===== src/oap_defs.vh =====
// Behaviour
// RULE_01 - read-protect key field must equal fixed constant, otherwise level two applies
// RULE_02 - level field 11 gives level zero, no restriction for anyone
// RULE_03 - level field 10: debug denied except bulk erase; flash and ram fetch full
// RULE_04 - level field 0x: only flash fetch may access; others bulk erase only
// RULE_05 - protection level may only rise, never be lowered
// RULE_06 - option page 1 erase blocked for debug at levels 1-2, ram at 2
// RULE_07 - option area stays readable at levels one and two
// RULE_08 - level two: ram fetch page erase/write refused, bulk erase allowed
// RULE_09 - levels one and two: debug page erase/write refused, bulk allowed
// RULE_10 - after bulk erase completes the level is zero
// RULE_11 - osc master field selects software, forced-on-no-deep-sleep, or forced on
// RULE_12 - software uses only sleep when oscillator clocks core and not software code
// RULE_13 - clock master bit one forces watchdog oscillator as watchdog clock
// RULE_14 - reset master bit zero forces watchdog reset, one defers to software
// RULE_15 - counter master bit zero forces watchdog counter, one defers to software
// RULE_16 - undervolt option word honoured only with 16-bit key in upper half
// RULE_17 - undervolt master code lets software decide, else forced on
// RULE_18 - three-bit threshold select picks one of eight trip voltages
// RULE_19 - option page guard bits 0..2 guard pages 1..3, zero blocks
// RULE_20 - protected option page refuses page-unit erase
// RULE_21 - one guard bit per code sector 0..63, zero blocks erase/write
// RULE_22 - data sector guard bits 0..7, zero blocks erase/write
// RULE_23 - data sector guard bit one permits erase/write
// RULE_24 - option words latched after reset before flash access is granted
`ifndef OAP_DEFS_VH
`define OAP_DEFS_VH
// ************************************************************
// option word addresses (byte addresses on the bus)
// ************************************************************
`define OAP_A_TSF105   32'h1FFFF06C
`define OAP_A_DIEXY    32'h1FFFF050
`define OAP_A_LOTWAF   32'h1FFFF054
`define OAP_A_LOTMID   32'h1FFFF058
`define OAP_A_LOTHI    32'h1FFFF05C
`define OAP_A_RDPROT   32'h1FFFF200
`define OAP_A_WDOG     32'h1FFFF20C
`define OAP_A_UVOLT    32'h1FFFF210
`define OAP_A_PGPROT   32'h1FFFF214
`define OAP_A_CSLO     32'h1FFFF240
`define OAP_A_CSHI     32'h1FFFF244
`define OAP_A_DSPROT   32'h1FFFF270
// ************************************************************
// block status / control registers (own offsets)
// ************************************************************
`define OAP_A_STATUS   32'h1FFFF300
`define OAP_A_LVLREQ   32'h1FFFF304
// ************************************************************
// keys and codes
// ************************************************************
`define OAP_RP_KEY     28'h69C8A27
`define OAP_UV_KEY     16'h9D58
`define OAP_OSC_SW     12'h96D
`define OAP_OSC_NODS   12'h2A7
`define OAP_UV_SW      8'hAA
// ************************************************************
// load sequence
// ************************************************************
`define OAP_NWORDS     4'hC
`define OAP_UV_DEF_THR 3'h7
`endif


===== src/oap_loader.v =====
`timescale 1ns/1ps
// fetches option words one by one from flash after reset
module oap_loader #(
	parameter NW = 12
) (
	input  wire        clk_i,
	input  wire        rst_b_i,
	output reg  [3:0]  idx_o,
	output reg         req_o,
	input  wire        ack_i,
	output wire        cap_o,
	output reg         done_o
);
	// ************************************************************
	// sequencer
	// ************************************************************
	assign cap_o = req_o & ack_i;
	// step through word indices, one request per word
	always @(posedge clk_i or negedge rst_b_i) begin
		if (!rst_b_i) begin
			idx_o  <= 4'h0;
			req_o  <= 1'b0;
			done_o <= 1'b0;
		end else if (!done_o) begin
			req_o <= 1'b1;
			if (cap_o) begin
				if (idx_o == NW - 1) begin
					done_o <= 1'b1; // see RULE_24
					req_o  <= 1'b0;
				end else begin
					idx_o <= idx_o + 4'h1;
				end
			end
		end
	end
endmodule // oap_loader


===== src/oap_top.v =====
// Register access over AXI4-Lite is this design's own decision.
`timescale 1ns/1ps
`include "oap_defs.vh"
module oap_top (
	input  wire        clk_i,
	input  wire        rst_b_i,
	// option word fetch from flash
	output wire [31:0] opt_addr_o,
	output wire        opt_req_o,
	input  wire        opt_ack_i,
	input  wire [31:0] opt_data_i,
	// access check from flash controller
	input  wire        acc_req_i,
	input  wire [1:0]  acc_src_i,   // 0 flash fetch, 1 ram fetch, 2 debug
	input  wire [1:0]  acc_op_i,    // 0 read, 1 page erase, 2 write, 3 bulk
	input  wire [1:0]  acc_area_i,  // 0 code, 1 data, 2 option area
	input  wire [5:0]  acc_sect_i,  // sector, or option page number
	output wire        acc_ok_o,
	input  wire        bulk_done_i,
	output wire        access_ready_o,
	output wire [1:0]  prot_level_o,
	// watchdog overrides
	input  wire        wdog_osc_sw_enable_i,
	input  wire        deep_sleep_i,
	input  wire        shutdown_i,
	input  wire        wdog_clk_sw_sel_i,
	input  wire [5:0]  wdog_reset_sw_enable_i,
	input  wire [5:0]  wdog_counter_sw_enable_i,
	output wire        wdog_rc_osc_on_o,
	output wire        wdog_clk_sel_o,
	output wire        wdog_reset_en_o,
	output wire        wdog_counter_en_o,
	// undervolt reset
	input  wire        undervolt_sw_enable_i,
	output wire        undervolt_reset_en_o,
	output wire [2:0]  undervolt_threshold_sel_o,
	// axi4-lite slave
	input  wire [31:0] s_axi_awaddr,
	input  wire        s_axi_awvalid,
	output wire        s_axi_awready,
	input  wire [31:0] s_axi_wdata,
	input  wire [3:0]  s_axi_wstrb,
	input  wire        s_axi_wvalid,
	output wire        s_axi_wready,
	output reg  [1:0]  s_axi_bresp,
	output reg         s_axi_bvalid,
	input  wire        s_axi_bready,
	input  wire [31:0] s_axi_araddr,
	input  wire        s_axi_arvalid,
	output wire        s_axi_arready,
	output reg  [31:0] s_axi_rdata,
	output reg  [1:0]  s_axi_rresp,
	output reg         s_axi_rvalid,
	input  wire        s_axi_rready
);
	// source, operation and area codes of an access check
	localparam SRC_FL = 2'h0;
	localparam SRC_RAM = 2'h1;
	localparam SRC_DBG = 2'h2;
	localparam OP_RD = 2'h0;
	localparam OP_BULK = 2'h3;
	localparam AR_CODE = 2'h0;
	localparam AR_DATA = 2'h1;
	localparam AR_OPT = 2'h2;

	// ************************************************************
	// option word latch
	// ************************************************************
	// loader handshake and the latched option words
	wire [3:0]  ld_idx;
	wire        ld_cap;
	wire        ld_done;
	wire [31:0] opt_r [0:11];
	reg  [31:0] addr_tab;

	oap_loader #(.NW(`OAP_NWORDS)) u_ld (
		.clk_i   (clk_i),
		.rst_b_i (rst_b_i),
		.idx_o   (ld_idx),
		.req_o   (opt_req_o),
		.ack_i   (opt_ack_i),
		.cap_o   (ld_cap),
		.done_o  (ld_done)
	);

	// index to option word address
	always @* begin
		case (ld_idx)
		4'h0: addr_tab = `OAP_A_TSF105;
		4'h1: addr_tab = `OAP_A_DIEXY;
		4'h2: addr_tab = `OAP_A_LOTWAF;
		4'h3: addr_tab = `OAP_A_LOTMID;
		4'h4: addr_tab = `OAP_A_LOTHI;
		4'h5: addr_tab = `OAP_A_RDPROT;
		4'h6: addr_tab = `OAP_A_WDOG;
		4'h7: addr_tab = `OAP_A_UVOLT;
		4'h8: addr_tab = `OAP_A_PGPROT;
		4'h9: addr_tab = `OAP_A_CSLO;
		4'hA: addr_tab = `OAP_A_CSHI;
		default: addr_tab = `OAP_A_DSPROT;
		endcase
	end
	assign opt_addr_o = addr_tab;

	// words reset to all-zero: most restrictive until loaded
	genvar gi;
	generate
		for (gi = 0; gi < 12; gi = gi + 1) begin : g_opt
			reg [31:0] word_r;
			always @(posedge clk_i or negedge rst_b_i) begin
				if (!rst_b_i)
					word_r <= 32'h00000000;
				else if (ld_cap && ld_idx == gi)
					word_r <= opt_data_i; // see RULE_24
			end
			assign opt_r[gi] = word_r;
		end
	endgenerate

	// option words by role: protect, watchdog, undervolt, guards
	wire [31:0] w_rp = opt_r[5];
	wire [31:0] w_wd = opt_r[6];
	wire [31:0] w_uv = opt_r[7];
	wire [31:0] w_pg = opt_r[8];
	wire [63:0] code_sector_guard = {opt_r[10], opt_r[9]};
	wire [7:0]  data_sector_guard = opt_r[11][7:0];

	// ************************************************************
	// protection level
	// ************************************************************
	// key and level fields, decoded level and live level
	wire [27:0] option_key_field = w_rp[31:4];
	wire [1:0]  protection_level_field = w_rp[1:0];
	reg  [1:0]  dec_lvl;
	reg  [1:0]  lvl_r;
	reg  [1:0]  lvl_nxt;
	reg         wr_lvl;
	reg  [1:0]  wr_lvl_val;

	// decode stored option word into level 0/1/2
	always @* begin
		if (option_key_field != `OAP_RP_KEY)
			dec_lvl = 2'h2;                            // see RULE_01
		else if (protection_level_field == 2'h3)
			dec_lvl = 2'h0;                            // see RULE_02
		else if (protection_level_field == 2'h2)
			dec_lvl = 2'h1;                            // see RULE_03
		else
			dec_lvl = 2'h2;                            // see RULE_04
	end

	// level only rises; bulk erase returns to zero
	// code 3 is not a level, so a request for it is dropped
	always @* begin
		lvl_nxt = lvl_r;
		if (bulk_done_i)
			lvl_nxt = 2'h0;                            // see RULE_10
		else if (wr_lvl && wr_lvl_val > lvl_r && wr_lvl_val != 2'h3)
			lvl_nxt = wr_lvl_val;                      // see RULE_05
	end

	// level register, loaded from option word at end of fetch
	reg  ld_done_d;
	wire ld_fire;
	// one-cycle strobe once the last word has been latched
	assign ld_fire = ld_done & ~ld_done_d;
	always @(posedge clk_i or negedge rst_b_i) begin
		if (!rst_b_i) begin
			lvl_r     <= 2'h2;
			ld_done_d <= 1'b0;
		end else begin
			ld_done_d <= ld_done;
			// a bulk erase in the load cycle still wins
			if (ld_fire && !bulk_done_i)
				lvl_r <= dec_lvl;                  // see RULE_10
			else
				lvl_r <= lvl_nxt;
		end
	end
	// level and readiness as seen by the flash controller
	assign prot_level_o   = lvl_r;
	assign access_ready_o = ld_done_d;             // see RULE_24

	// ************************************************************
	// access check
	// ************************************************************
	// pg_ok: guard bit of the addressed sector or option page
	reg ok;
	reg pg_ok;
	// combine level, source and guard bits
	always @* begin
		pg_ok = 1'b1;
		case (acc_area_i)
		AR_CODE: pg_ok = code_sector_guard[acc_sect_i];        // see RULE_21
		AR_DATA: pg_ok = data_sector_guard[acc_sect_i[2:0]];   // see RULE_22
		default: begin
			case (acc_sect_i[1:0])
			2'h1: pg_ok = w_pg[0];                     // see RULE_19
			2'h2: pg_ok = w_pg[1];                     // see RULE_19
			2'h3: pg_ok = w_pg[2];                     // see RULE_20
			default: pg_ok = 1'b0;
			endcase
		end
		endcase
		// level and source limits come before the guard bits
		if (!ld_done_d)
			ok = 1'b0;
		else if (acc_op_i == OP_BULK)
			ok = 1'b1;                                 // see RULE_08
		else if (acc_op_i == OP_RD)
			ok = (lvl_r == 2'h0) || (acc_src_i == SRC_FL) ||
			     (acc_area_i == AR_OPT) ||             // see RULE_07
			     (lvl_r == 2'h1 && acc_src_i == SRC_RAM);
		else if (acc_src_i == SRC_DBG && lvl_r != 2'h0)
			ok = 1'b0;                                 // see RULE_09
		else if (acc_src_i == SRC_RAM && lvl_r == 2'h2)
			ok = 1'b0;                                 // see RULE_06
		else
			ok = pg_ok;                                // see RULE_23
	end
	assign acc_ok_o = acc_req_i & ok;

	// ************************************************************
	// watchdog and undervolt overrides
	// ************************************************************
	// watchdog master fields of the watchdog option word
	wire [11:0] wdog_osc_master_field = w_wd[15:4];
	wire        wdog_clock_master_bit = w_wd[2];
	wire        wdog_reset_master_bit = w_wd[1];
	wire        wdog_counter_master_bit = w_wd[0];
	// oscillator master decode
	assign wdog_rc_osc_on_o =
		(wdog_osc_master_field == `OAP_OSC_SW)   ? wdog_osc_sw_enable_i :
		(wdog_osc_master_field == `OAP_OSC_NODS) ? ~deep_sleep_i :
		~shutdown_i;                                   // see RULE_11
	assign wdog_clk_sel_o = wdog_clock_master_bit | wdog_clk_sw_sel_i; // see RULE_13
	assign wdog_reset_en_o = ~wdog_reset_master_bit |
		(|wdog_reset_sw_enable_i);                     // see RULE_14
	assign wdog_counter_en_o = ~wdog_counter_master_bit |
		(|wdog_counter_sw_enable_i);                   // see RULE_15

	// undervolt word counts only with its key in the upper half
	wire uv_key_ok = (w_uv[31:16] == `OAP_UV_KEY);     // see RULE_16
	wire [7:0] undervolt_master_field = w_uv[15:8];
	// without key, undervolt stays forced on at lowest trip point
	assign undervolt_reset_en_o = (uv_key_ok &&
		undervolt_master_field == `OAP_UV_SW) ?
		undervolt_sw_enable_i : 1'b1;                  // see RULE_17
	assign undervolt_threshold_sel_o = uv_key_ok ? w_uv[2:0] :
		`OAP_UV_DEF_THR;                               // see RULE_18

	// ************************************************************
	// axi4-lite slave
	// ************************************************************
	// held write address, data and strobes
	reg        aw_h;
	reg        w_h;
	reg [31:0] aw_r;
	reg [31:0] wd_r;
	reg [3:0]  ws_r;
	// no new write while one is held or still answered
	assign s_axi_awready = ~aw_h & ~s_axi_bvalid;
	assign s_axi_wready  = ~w_h & ~s_axi_bvalid;
	assign s_axi_arready = ~s_axi_rvalid;

	// level request register write decode
	always @* begin
		wr_lvl     = aw_h && w_h && !s_axi_bvalid &&
		             aw_r == `OAP_A_LVLREQ && ws_r[0];
		wr_lvl_val = wd_r[1:0];
	end

	// write channel: hold address and data, answer once both seen
	always @(posedge clk_i or negedge rst_b_i) begin
		if (!rst_b_i) begin
			aw_h <= 1'b0;
			w_h  <= 1'b0;
			aw_r <= 32'h00000000;
			wd_r <= 32'h00000000;
			ws_r <= 4'h0;
			s_axi_bvalid <= 1'b0;
			s_axi_bresp  <= 2'h0;
		end else begin
			if (s_axi_awvalid && s_axi_awready) begin
				aw_h <= 1'b1;
				aw_r <= s_axi_awaddr;
			end
			if (s_axi_wvalid && s_axi_wready) begin
				w_h  <= 1'b1;
				wd_r <= s_axi_wdata;
				ws_r <= s_axi_wstrb;
			end
			if (aw_h && w_h && !s_axi_bvalid) begin
				// only the level request word takes a write
				s_axi_bvalid <= 1'b1;
				s_axi_bresp  <= (aw_r == `OAP_A_LVLREQ) ? 2'h0 : 2'h2;
				aw_h <= 1'b0;
				w_h  <= 1'b0;
			end else if (s_axi_bvalid && s_axi_bready) begin
				s_axi_bvalid <= 1'b0;
			end
		end
	end

	// read channel: option words, status, level
	reg [31:0] rd_v;
	reg        rd_ok;
	always @* begin
		rd_ok = 1'b1;
		case (s_axi_araddr)
		`OAP_A_TSF105: rd_v = opt_r[0];
		`OAP_A_DIEXY:  rd_v = opt_r[1];
		`OAP_A_LOTWAF: rd_v = opt_r[2];
		`OAP_A_LOTMID: rd_v = opt_r[3];
		`OAP_A_LOTHI:  rd_v = opt_r[4];
		`OAP_A_RDPROT: rd_v = opt_r[5];
		`OAP_A_WDOG:   rd_v = opt_r[6];
		`OAP_A_UVOLT:  rd_v = opt_r[7];
		`OAP_A_PGPROT: rd_v = opt_r[8];
		`OAP_A_CSLO:   rd_v = opt_r[9];
		`OAP_A_CSHI:   rd_v = opt_r[10];
		`OAP_A_DSPROT: rd_v = opt_r[11];
		`OAP_A_STATUS: rd_v = {29'h0, ld_done_d, lvl_r};
		`OAP_A_LVLREQ: rd_v = {30'h0, lvl_r};
		default: begin
			// unmapped: zero data and a slave error
			rd_v  = 32'h00000000;
			rd_ok = 1'b0;
		end
		endcase
	end

	// read answer registered on the same edge that takes the address
	always @(posedge clk_i or negedge rst_b_i) begin
		if (!rst_b_i) begin
			s_axi_rvalid <= 1'b0;
			s_axi_rdata  <= 32'h00000000;
			s_axi_rresp  <= 2'h0;
		end else if (s_axi_arvalid && s_axi_arready) begin
			s_axi_rvalid <= 1'b1;
			s_axi_rdata  <= rd_v;
			s_axi_rresp  <= rd_ok ? 2'h0 : 2'h2;
		end else if (s_axi_rvalid && s_axi_rready) begin
			s_axi_rvalid <= 1'b0;
		end
	end
endmodule // oap_top


===== config.mk =====
export PLATFORM = sky130hd
export DESIGN_NAME = oap_top
export DESIGN_NICKNAME = d
export VERILOG_FILES = /design/src/oap_loader.v /design/src/oap_top.v
export VERILOG_INCLUDE_DIRS = /design/src
export SDC_FILE = /design/constraint.sdc
export NUM_CORES = 1
export LEC_CHECK = 0
export BUFFER_PORTS_ARGS = -buffer_cell sky130_fd_sc_hd__buf_2
export CAP_MARGIN = 20
export CELL_PAD_IN_SITES_DETAIL_PLACEMENT = 2
export CELL_PAD_IN_SITES_GLOBAL_PLACEMENT = 2
export CORE_MARGIN = 4
export CORE_UTILIZATION = 44
export CTS_CLUSTER_DIAMETER = 50
export CTS_CLUSTER_SIZE = 24
export DETAILED_ROUTE_END_ITERATION = 16
export GPL_TIMING_DRIVEN = 1
export PLACE_DENSITY = 0.92
export SLEW_MARGIN = 20
export SYNTH_ARGS = -nofsm -noshare
export SYNTH_HDL_FRONTEND = slang
export SYNTH_HIERARCHICAL = 1
export SYNTH_SLANG_ARGS = --single-unit

===== constraint.sdc =====
create_clock -name clk_i -period 4.3 [get_ports clk_i]
set_input_delay 0.215 -clock clk_i [delete_from_list [all_inputs] [get_ports clk_i]]
set_output_delay 0.215 -clock clk_i [all_outputs]
set_load 0.02 [all_outputs]

==> impl_metrics.tcl <==
set metrics [dict create \
    top_layer_used "met5" \
    core_um2 50200 \
    p_int_uw 11200 \
    ant_nets 0 \
    crit_fanout 3 \
    p_per_area_nw_per_um2 694 \
    wl_met1_um 37800 \
    required_ns 4.09 \
    die_y_um 233 \
    start_kind "flop" \
    synth_ff_type "dfrtp_1" \
    area_growth_pct 16.8 \
    nFillCells 4615 \
    max-cap-violations 0 \
    synth-edff-count 0 \
    avgSynthCellArea_um2 13.2 \
    status "complete, no violations" \
    cts.root.buffer_cell "clkbuf_16" \
    htreeDepth 2 \
    grtUsageTotal_pct 38.9 \
    drc 0 \
    cts_tree "done" \
    clk_pin_slew_ns 0.07 \
    grt_first_pass_wirelength_um 153000 \
    p_comb_share_pct 26.4 \
    clkSinkCount 466 \
    grt_max_degree 138 \
    slew_headroom_pct 10.0 \
    setup_violations 0 \
    p_seq_share_pct 47.5 \
    hp-class "input port to flop" \
    synthCells 1698 \
    fin_hold_ws_ns 0.0403 \
    drive_gt1_share_pct 43.9 \
    wirelength_um 110000 \
    slew_violations 0 \
    grt_pass1_vias 20700 \
    ir_drop_v 0.000358 \
    drtIter0Drc 2339 \
    p_leak_uw 0.0111 \
    final_nets 2062 \
    netlist_area_um2 22300 \
    die-area_um2 54400 \
    fin_crit_sh_pct 78.3 \
    p_clk_share_pct 26.1 \
    place_area_um2 23900 \
    power_switching_share_pct 38.0 \
    clockBufferDepth 3 \
    ys_seq_area_share_pct 52.2 \
    firstDrtPassIters 6 \
    grt_remaining_overflow 0 \
    critPathKind "flop to output port" \
    port_buffers 195 \
    pin_count 257 \
    p_sw_uw 6880 \
    placedCellCount 2464 \
    antenna_found_initial 13 \
    fin_crit_ns 3.37 \
    cts_made_buffers 48 \
    wl_per_cell_um 42.2 \
    insertion_delay_ns 0.64 \
    die_w_um 233 \
    post-dp-hpwl_um 59500 \
    rows 82 \
    final_cells 2601 \
    rsz0062_at_grt "no" \
    fmax_mhz 297 \
    dr_total_vias 18400 \
    met3_length_um 9920 \
    initial_core_util_pct 44.5 \
    cp.arrival_ns 3.15 \
    route.detailed.vias_per_inst 7.07 \
    hold_viol_final 0 \
    wl_met2_um 52700 \
    fin_worst_skew_ns 0.0447 \
    fin_area_um2 26100 \
    synth_cell_types 84 \
    yosysWarnings 6 \
    place_congestion 0.866 \
    synth-seq-cells 466 \
    tns_ns 0 \
    async_flop_share_pct 100 \
    cp-end-kind "output port" \
    tightest_slew_ns 1.34 \
]
[timing repair]
action / 4_1_cts / 5_1_grt
buffers inserted: 0 / 0
setup endpoints to repair: 0 / 0
hold buffers: 41 / 0
endpoints found under the hold margin: 142 / 0
resized for setup: 0 / 0
[cell families after synthesis]
logic type / synth area share, %
flip-flops: 52.2
multiplexers: 23.8
AND/OR/NAND/NOR: 8.40
AO/OA/AOI/OAI: 10.9
buffers and inverters: 4.09
adder cells (fa/ha/maj): 0.392
XOR/XNOR: 0.118
other: 0.0336
[state kept, by name, indices dropped and copies added, names as in the netlist]
| register | count |
|---|---|
| w_h | 1 |
| u_ld/req_o | 1 |
| access_ready_o | 1 |
| s_axi_bresp | 1 |
| aw_h | 1 |
| prot_level_o | 2 |
| wd_r | 2 |
| u_ld/done_o | 1 |
| g_opt.word_r | 384 |
| s_axi_rdata | 32 |
| s_axi_rresp | 1 |
| s_axi_bvalid | 1 |
| aw_r | 32 |
| u_ld/idx_o | 4 |
| s_axi_rvalid | 1 |
| ws_r | 1 |
[placed cells by master (no fill, tap or decap), types with 11 or more instances in the layout]
cell	instances
conb_1	28
nor4b_1	14
nor2_1	27
nand2_1	77
dfrtp_1	465
nor2b_1	11
mux2i_1	12
clkbuf_16	49
a222oi_1	41
buf_2	194
dlygate4sd3_1	41
o21ai_0	15
a22o_1	26
nand4_1	12
mux4_2	20
and3_1	15
nor4_1	13
o2bb2ai_2	19
mux2_2	419
inv_1	15
a22oi_1	53
a21oi_1	37
buf_4	40
[worst max-delay path, stage by stage (launching register included)]
cell	delay (ns)
dfrtp_1	0.46
mux4_2	0.58
mux2_2	0.33
a2111oi_0	0.80
a31oi_1	0.18
buf_2	0.21
[worst paths after layout]
kind | slack, ns | to | from | cells past startpoint
min in group asynchronous | 0.20 | g_opt[1].word_r[21] | rst_b_i | 2
min reg2reg | 0.50 | aw_r[10] | aw_r[10] | 1
max in group asynchronous | 2.51 | g_opt[2].word_r[24] | rst_b_i | 3
max reg2reg | 1.15 | s_axi_rdata[18] | s_axi_rvalid | 7
min | 0.04 | g_opt[4].word_r[19] | opt_data_i[19] | 2
max | 0.93 | acc_ok_o | g_opt[11].word_r[6] | 5
[area by class of cell]
type,instances,area [um2],area share (%)
clock inverter,33,414,1.59
antenna,8,20.0,0.0767
clock buffer,54,1280,4.93
timing repair buffer,283,1830,7.02
inverter,16,60.1,0.230
multi-input combinational,1069,9970,38.2
tap,672,841,3.22
sequential,466,11700,44.7
[layer usage]
layer | track usage [%] | vias to the layer above
met4 | 29.1 | 16
met5 | 0 | -
met3 | 10.1 | 600
met2 | 64.1 | 1420
li1 | - | 6750
met1 | 43.3 | 9601
[synthesized netlist by cell type, types with 10 or more instances]
cell         n  area share (%)
buf_2       31            0.69
and3_1      15            0.42
clkbuf_1    92             1.5
nand4_1     12            0.34
nor4b_1     14            0.55
a222oi_1    41             1.8
mux2_2     419              21
o2bb2ai_2   19             1.3
o21ai_0     15            0.34
buf_1       10            0.17
a22o_1      26             1.0
a21oi_1     37            0.83
nor4_1      13            0.36
buf_4       34             1.1
a22oi_1     53             1.8
a22oi_2     10            0.56
o2bb2ai_1   10            0.39
nand2_1     77             1.3
dfrtp_1    465              52
mux2i_1     12            0.54
nand3_1     18            0.40
mux4_2      20             2.0
nor2b_1     11            0.31
nor4bb_1    10            0.45
nor3_1      13            0.29
nor2_1      27            0.45
inv_1       16            0.27
[power groups by stage]
stage                     registers (uW)  logic, uW  clock network [uW]
after floorplan                     7290       3050                   0
after global placement              7680       3720                   0
after detailed placement            8140       4200                   0
after CTS                           8320       4530                4660
after global routing                8630       4950                4930
final                               8590       4780                4730
[per-stage QoR]
step / utilization (%) / setup slack, ns / total power [uW]
after floorplan: - / 2.00 / 10300
after global placement: 47.7 / 1.26 / 11400
after detailed placement: 47.7 / 1.11 / 12300
after CTS: 51.9 / 1.17 / 17500
after global routing: 52.0 / 0.913 / 18500
final: 52.0 / 0.931 / 18100
Note: power is estimated with default switching activity, not from simulation.
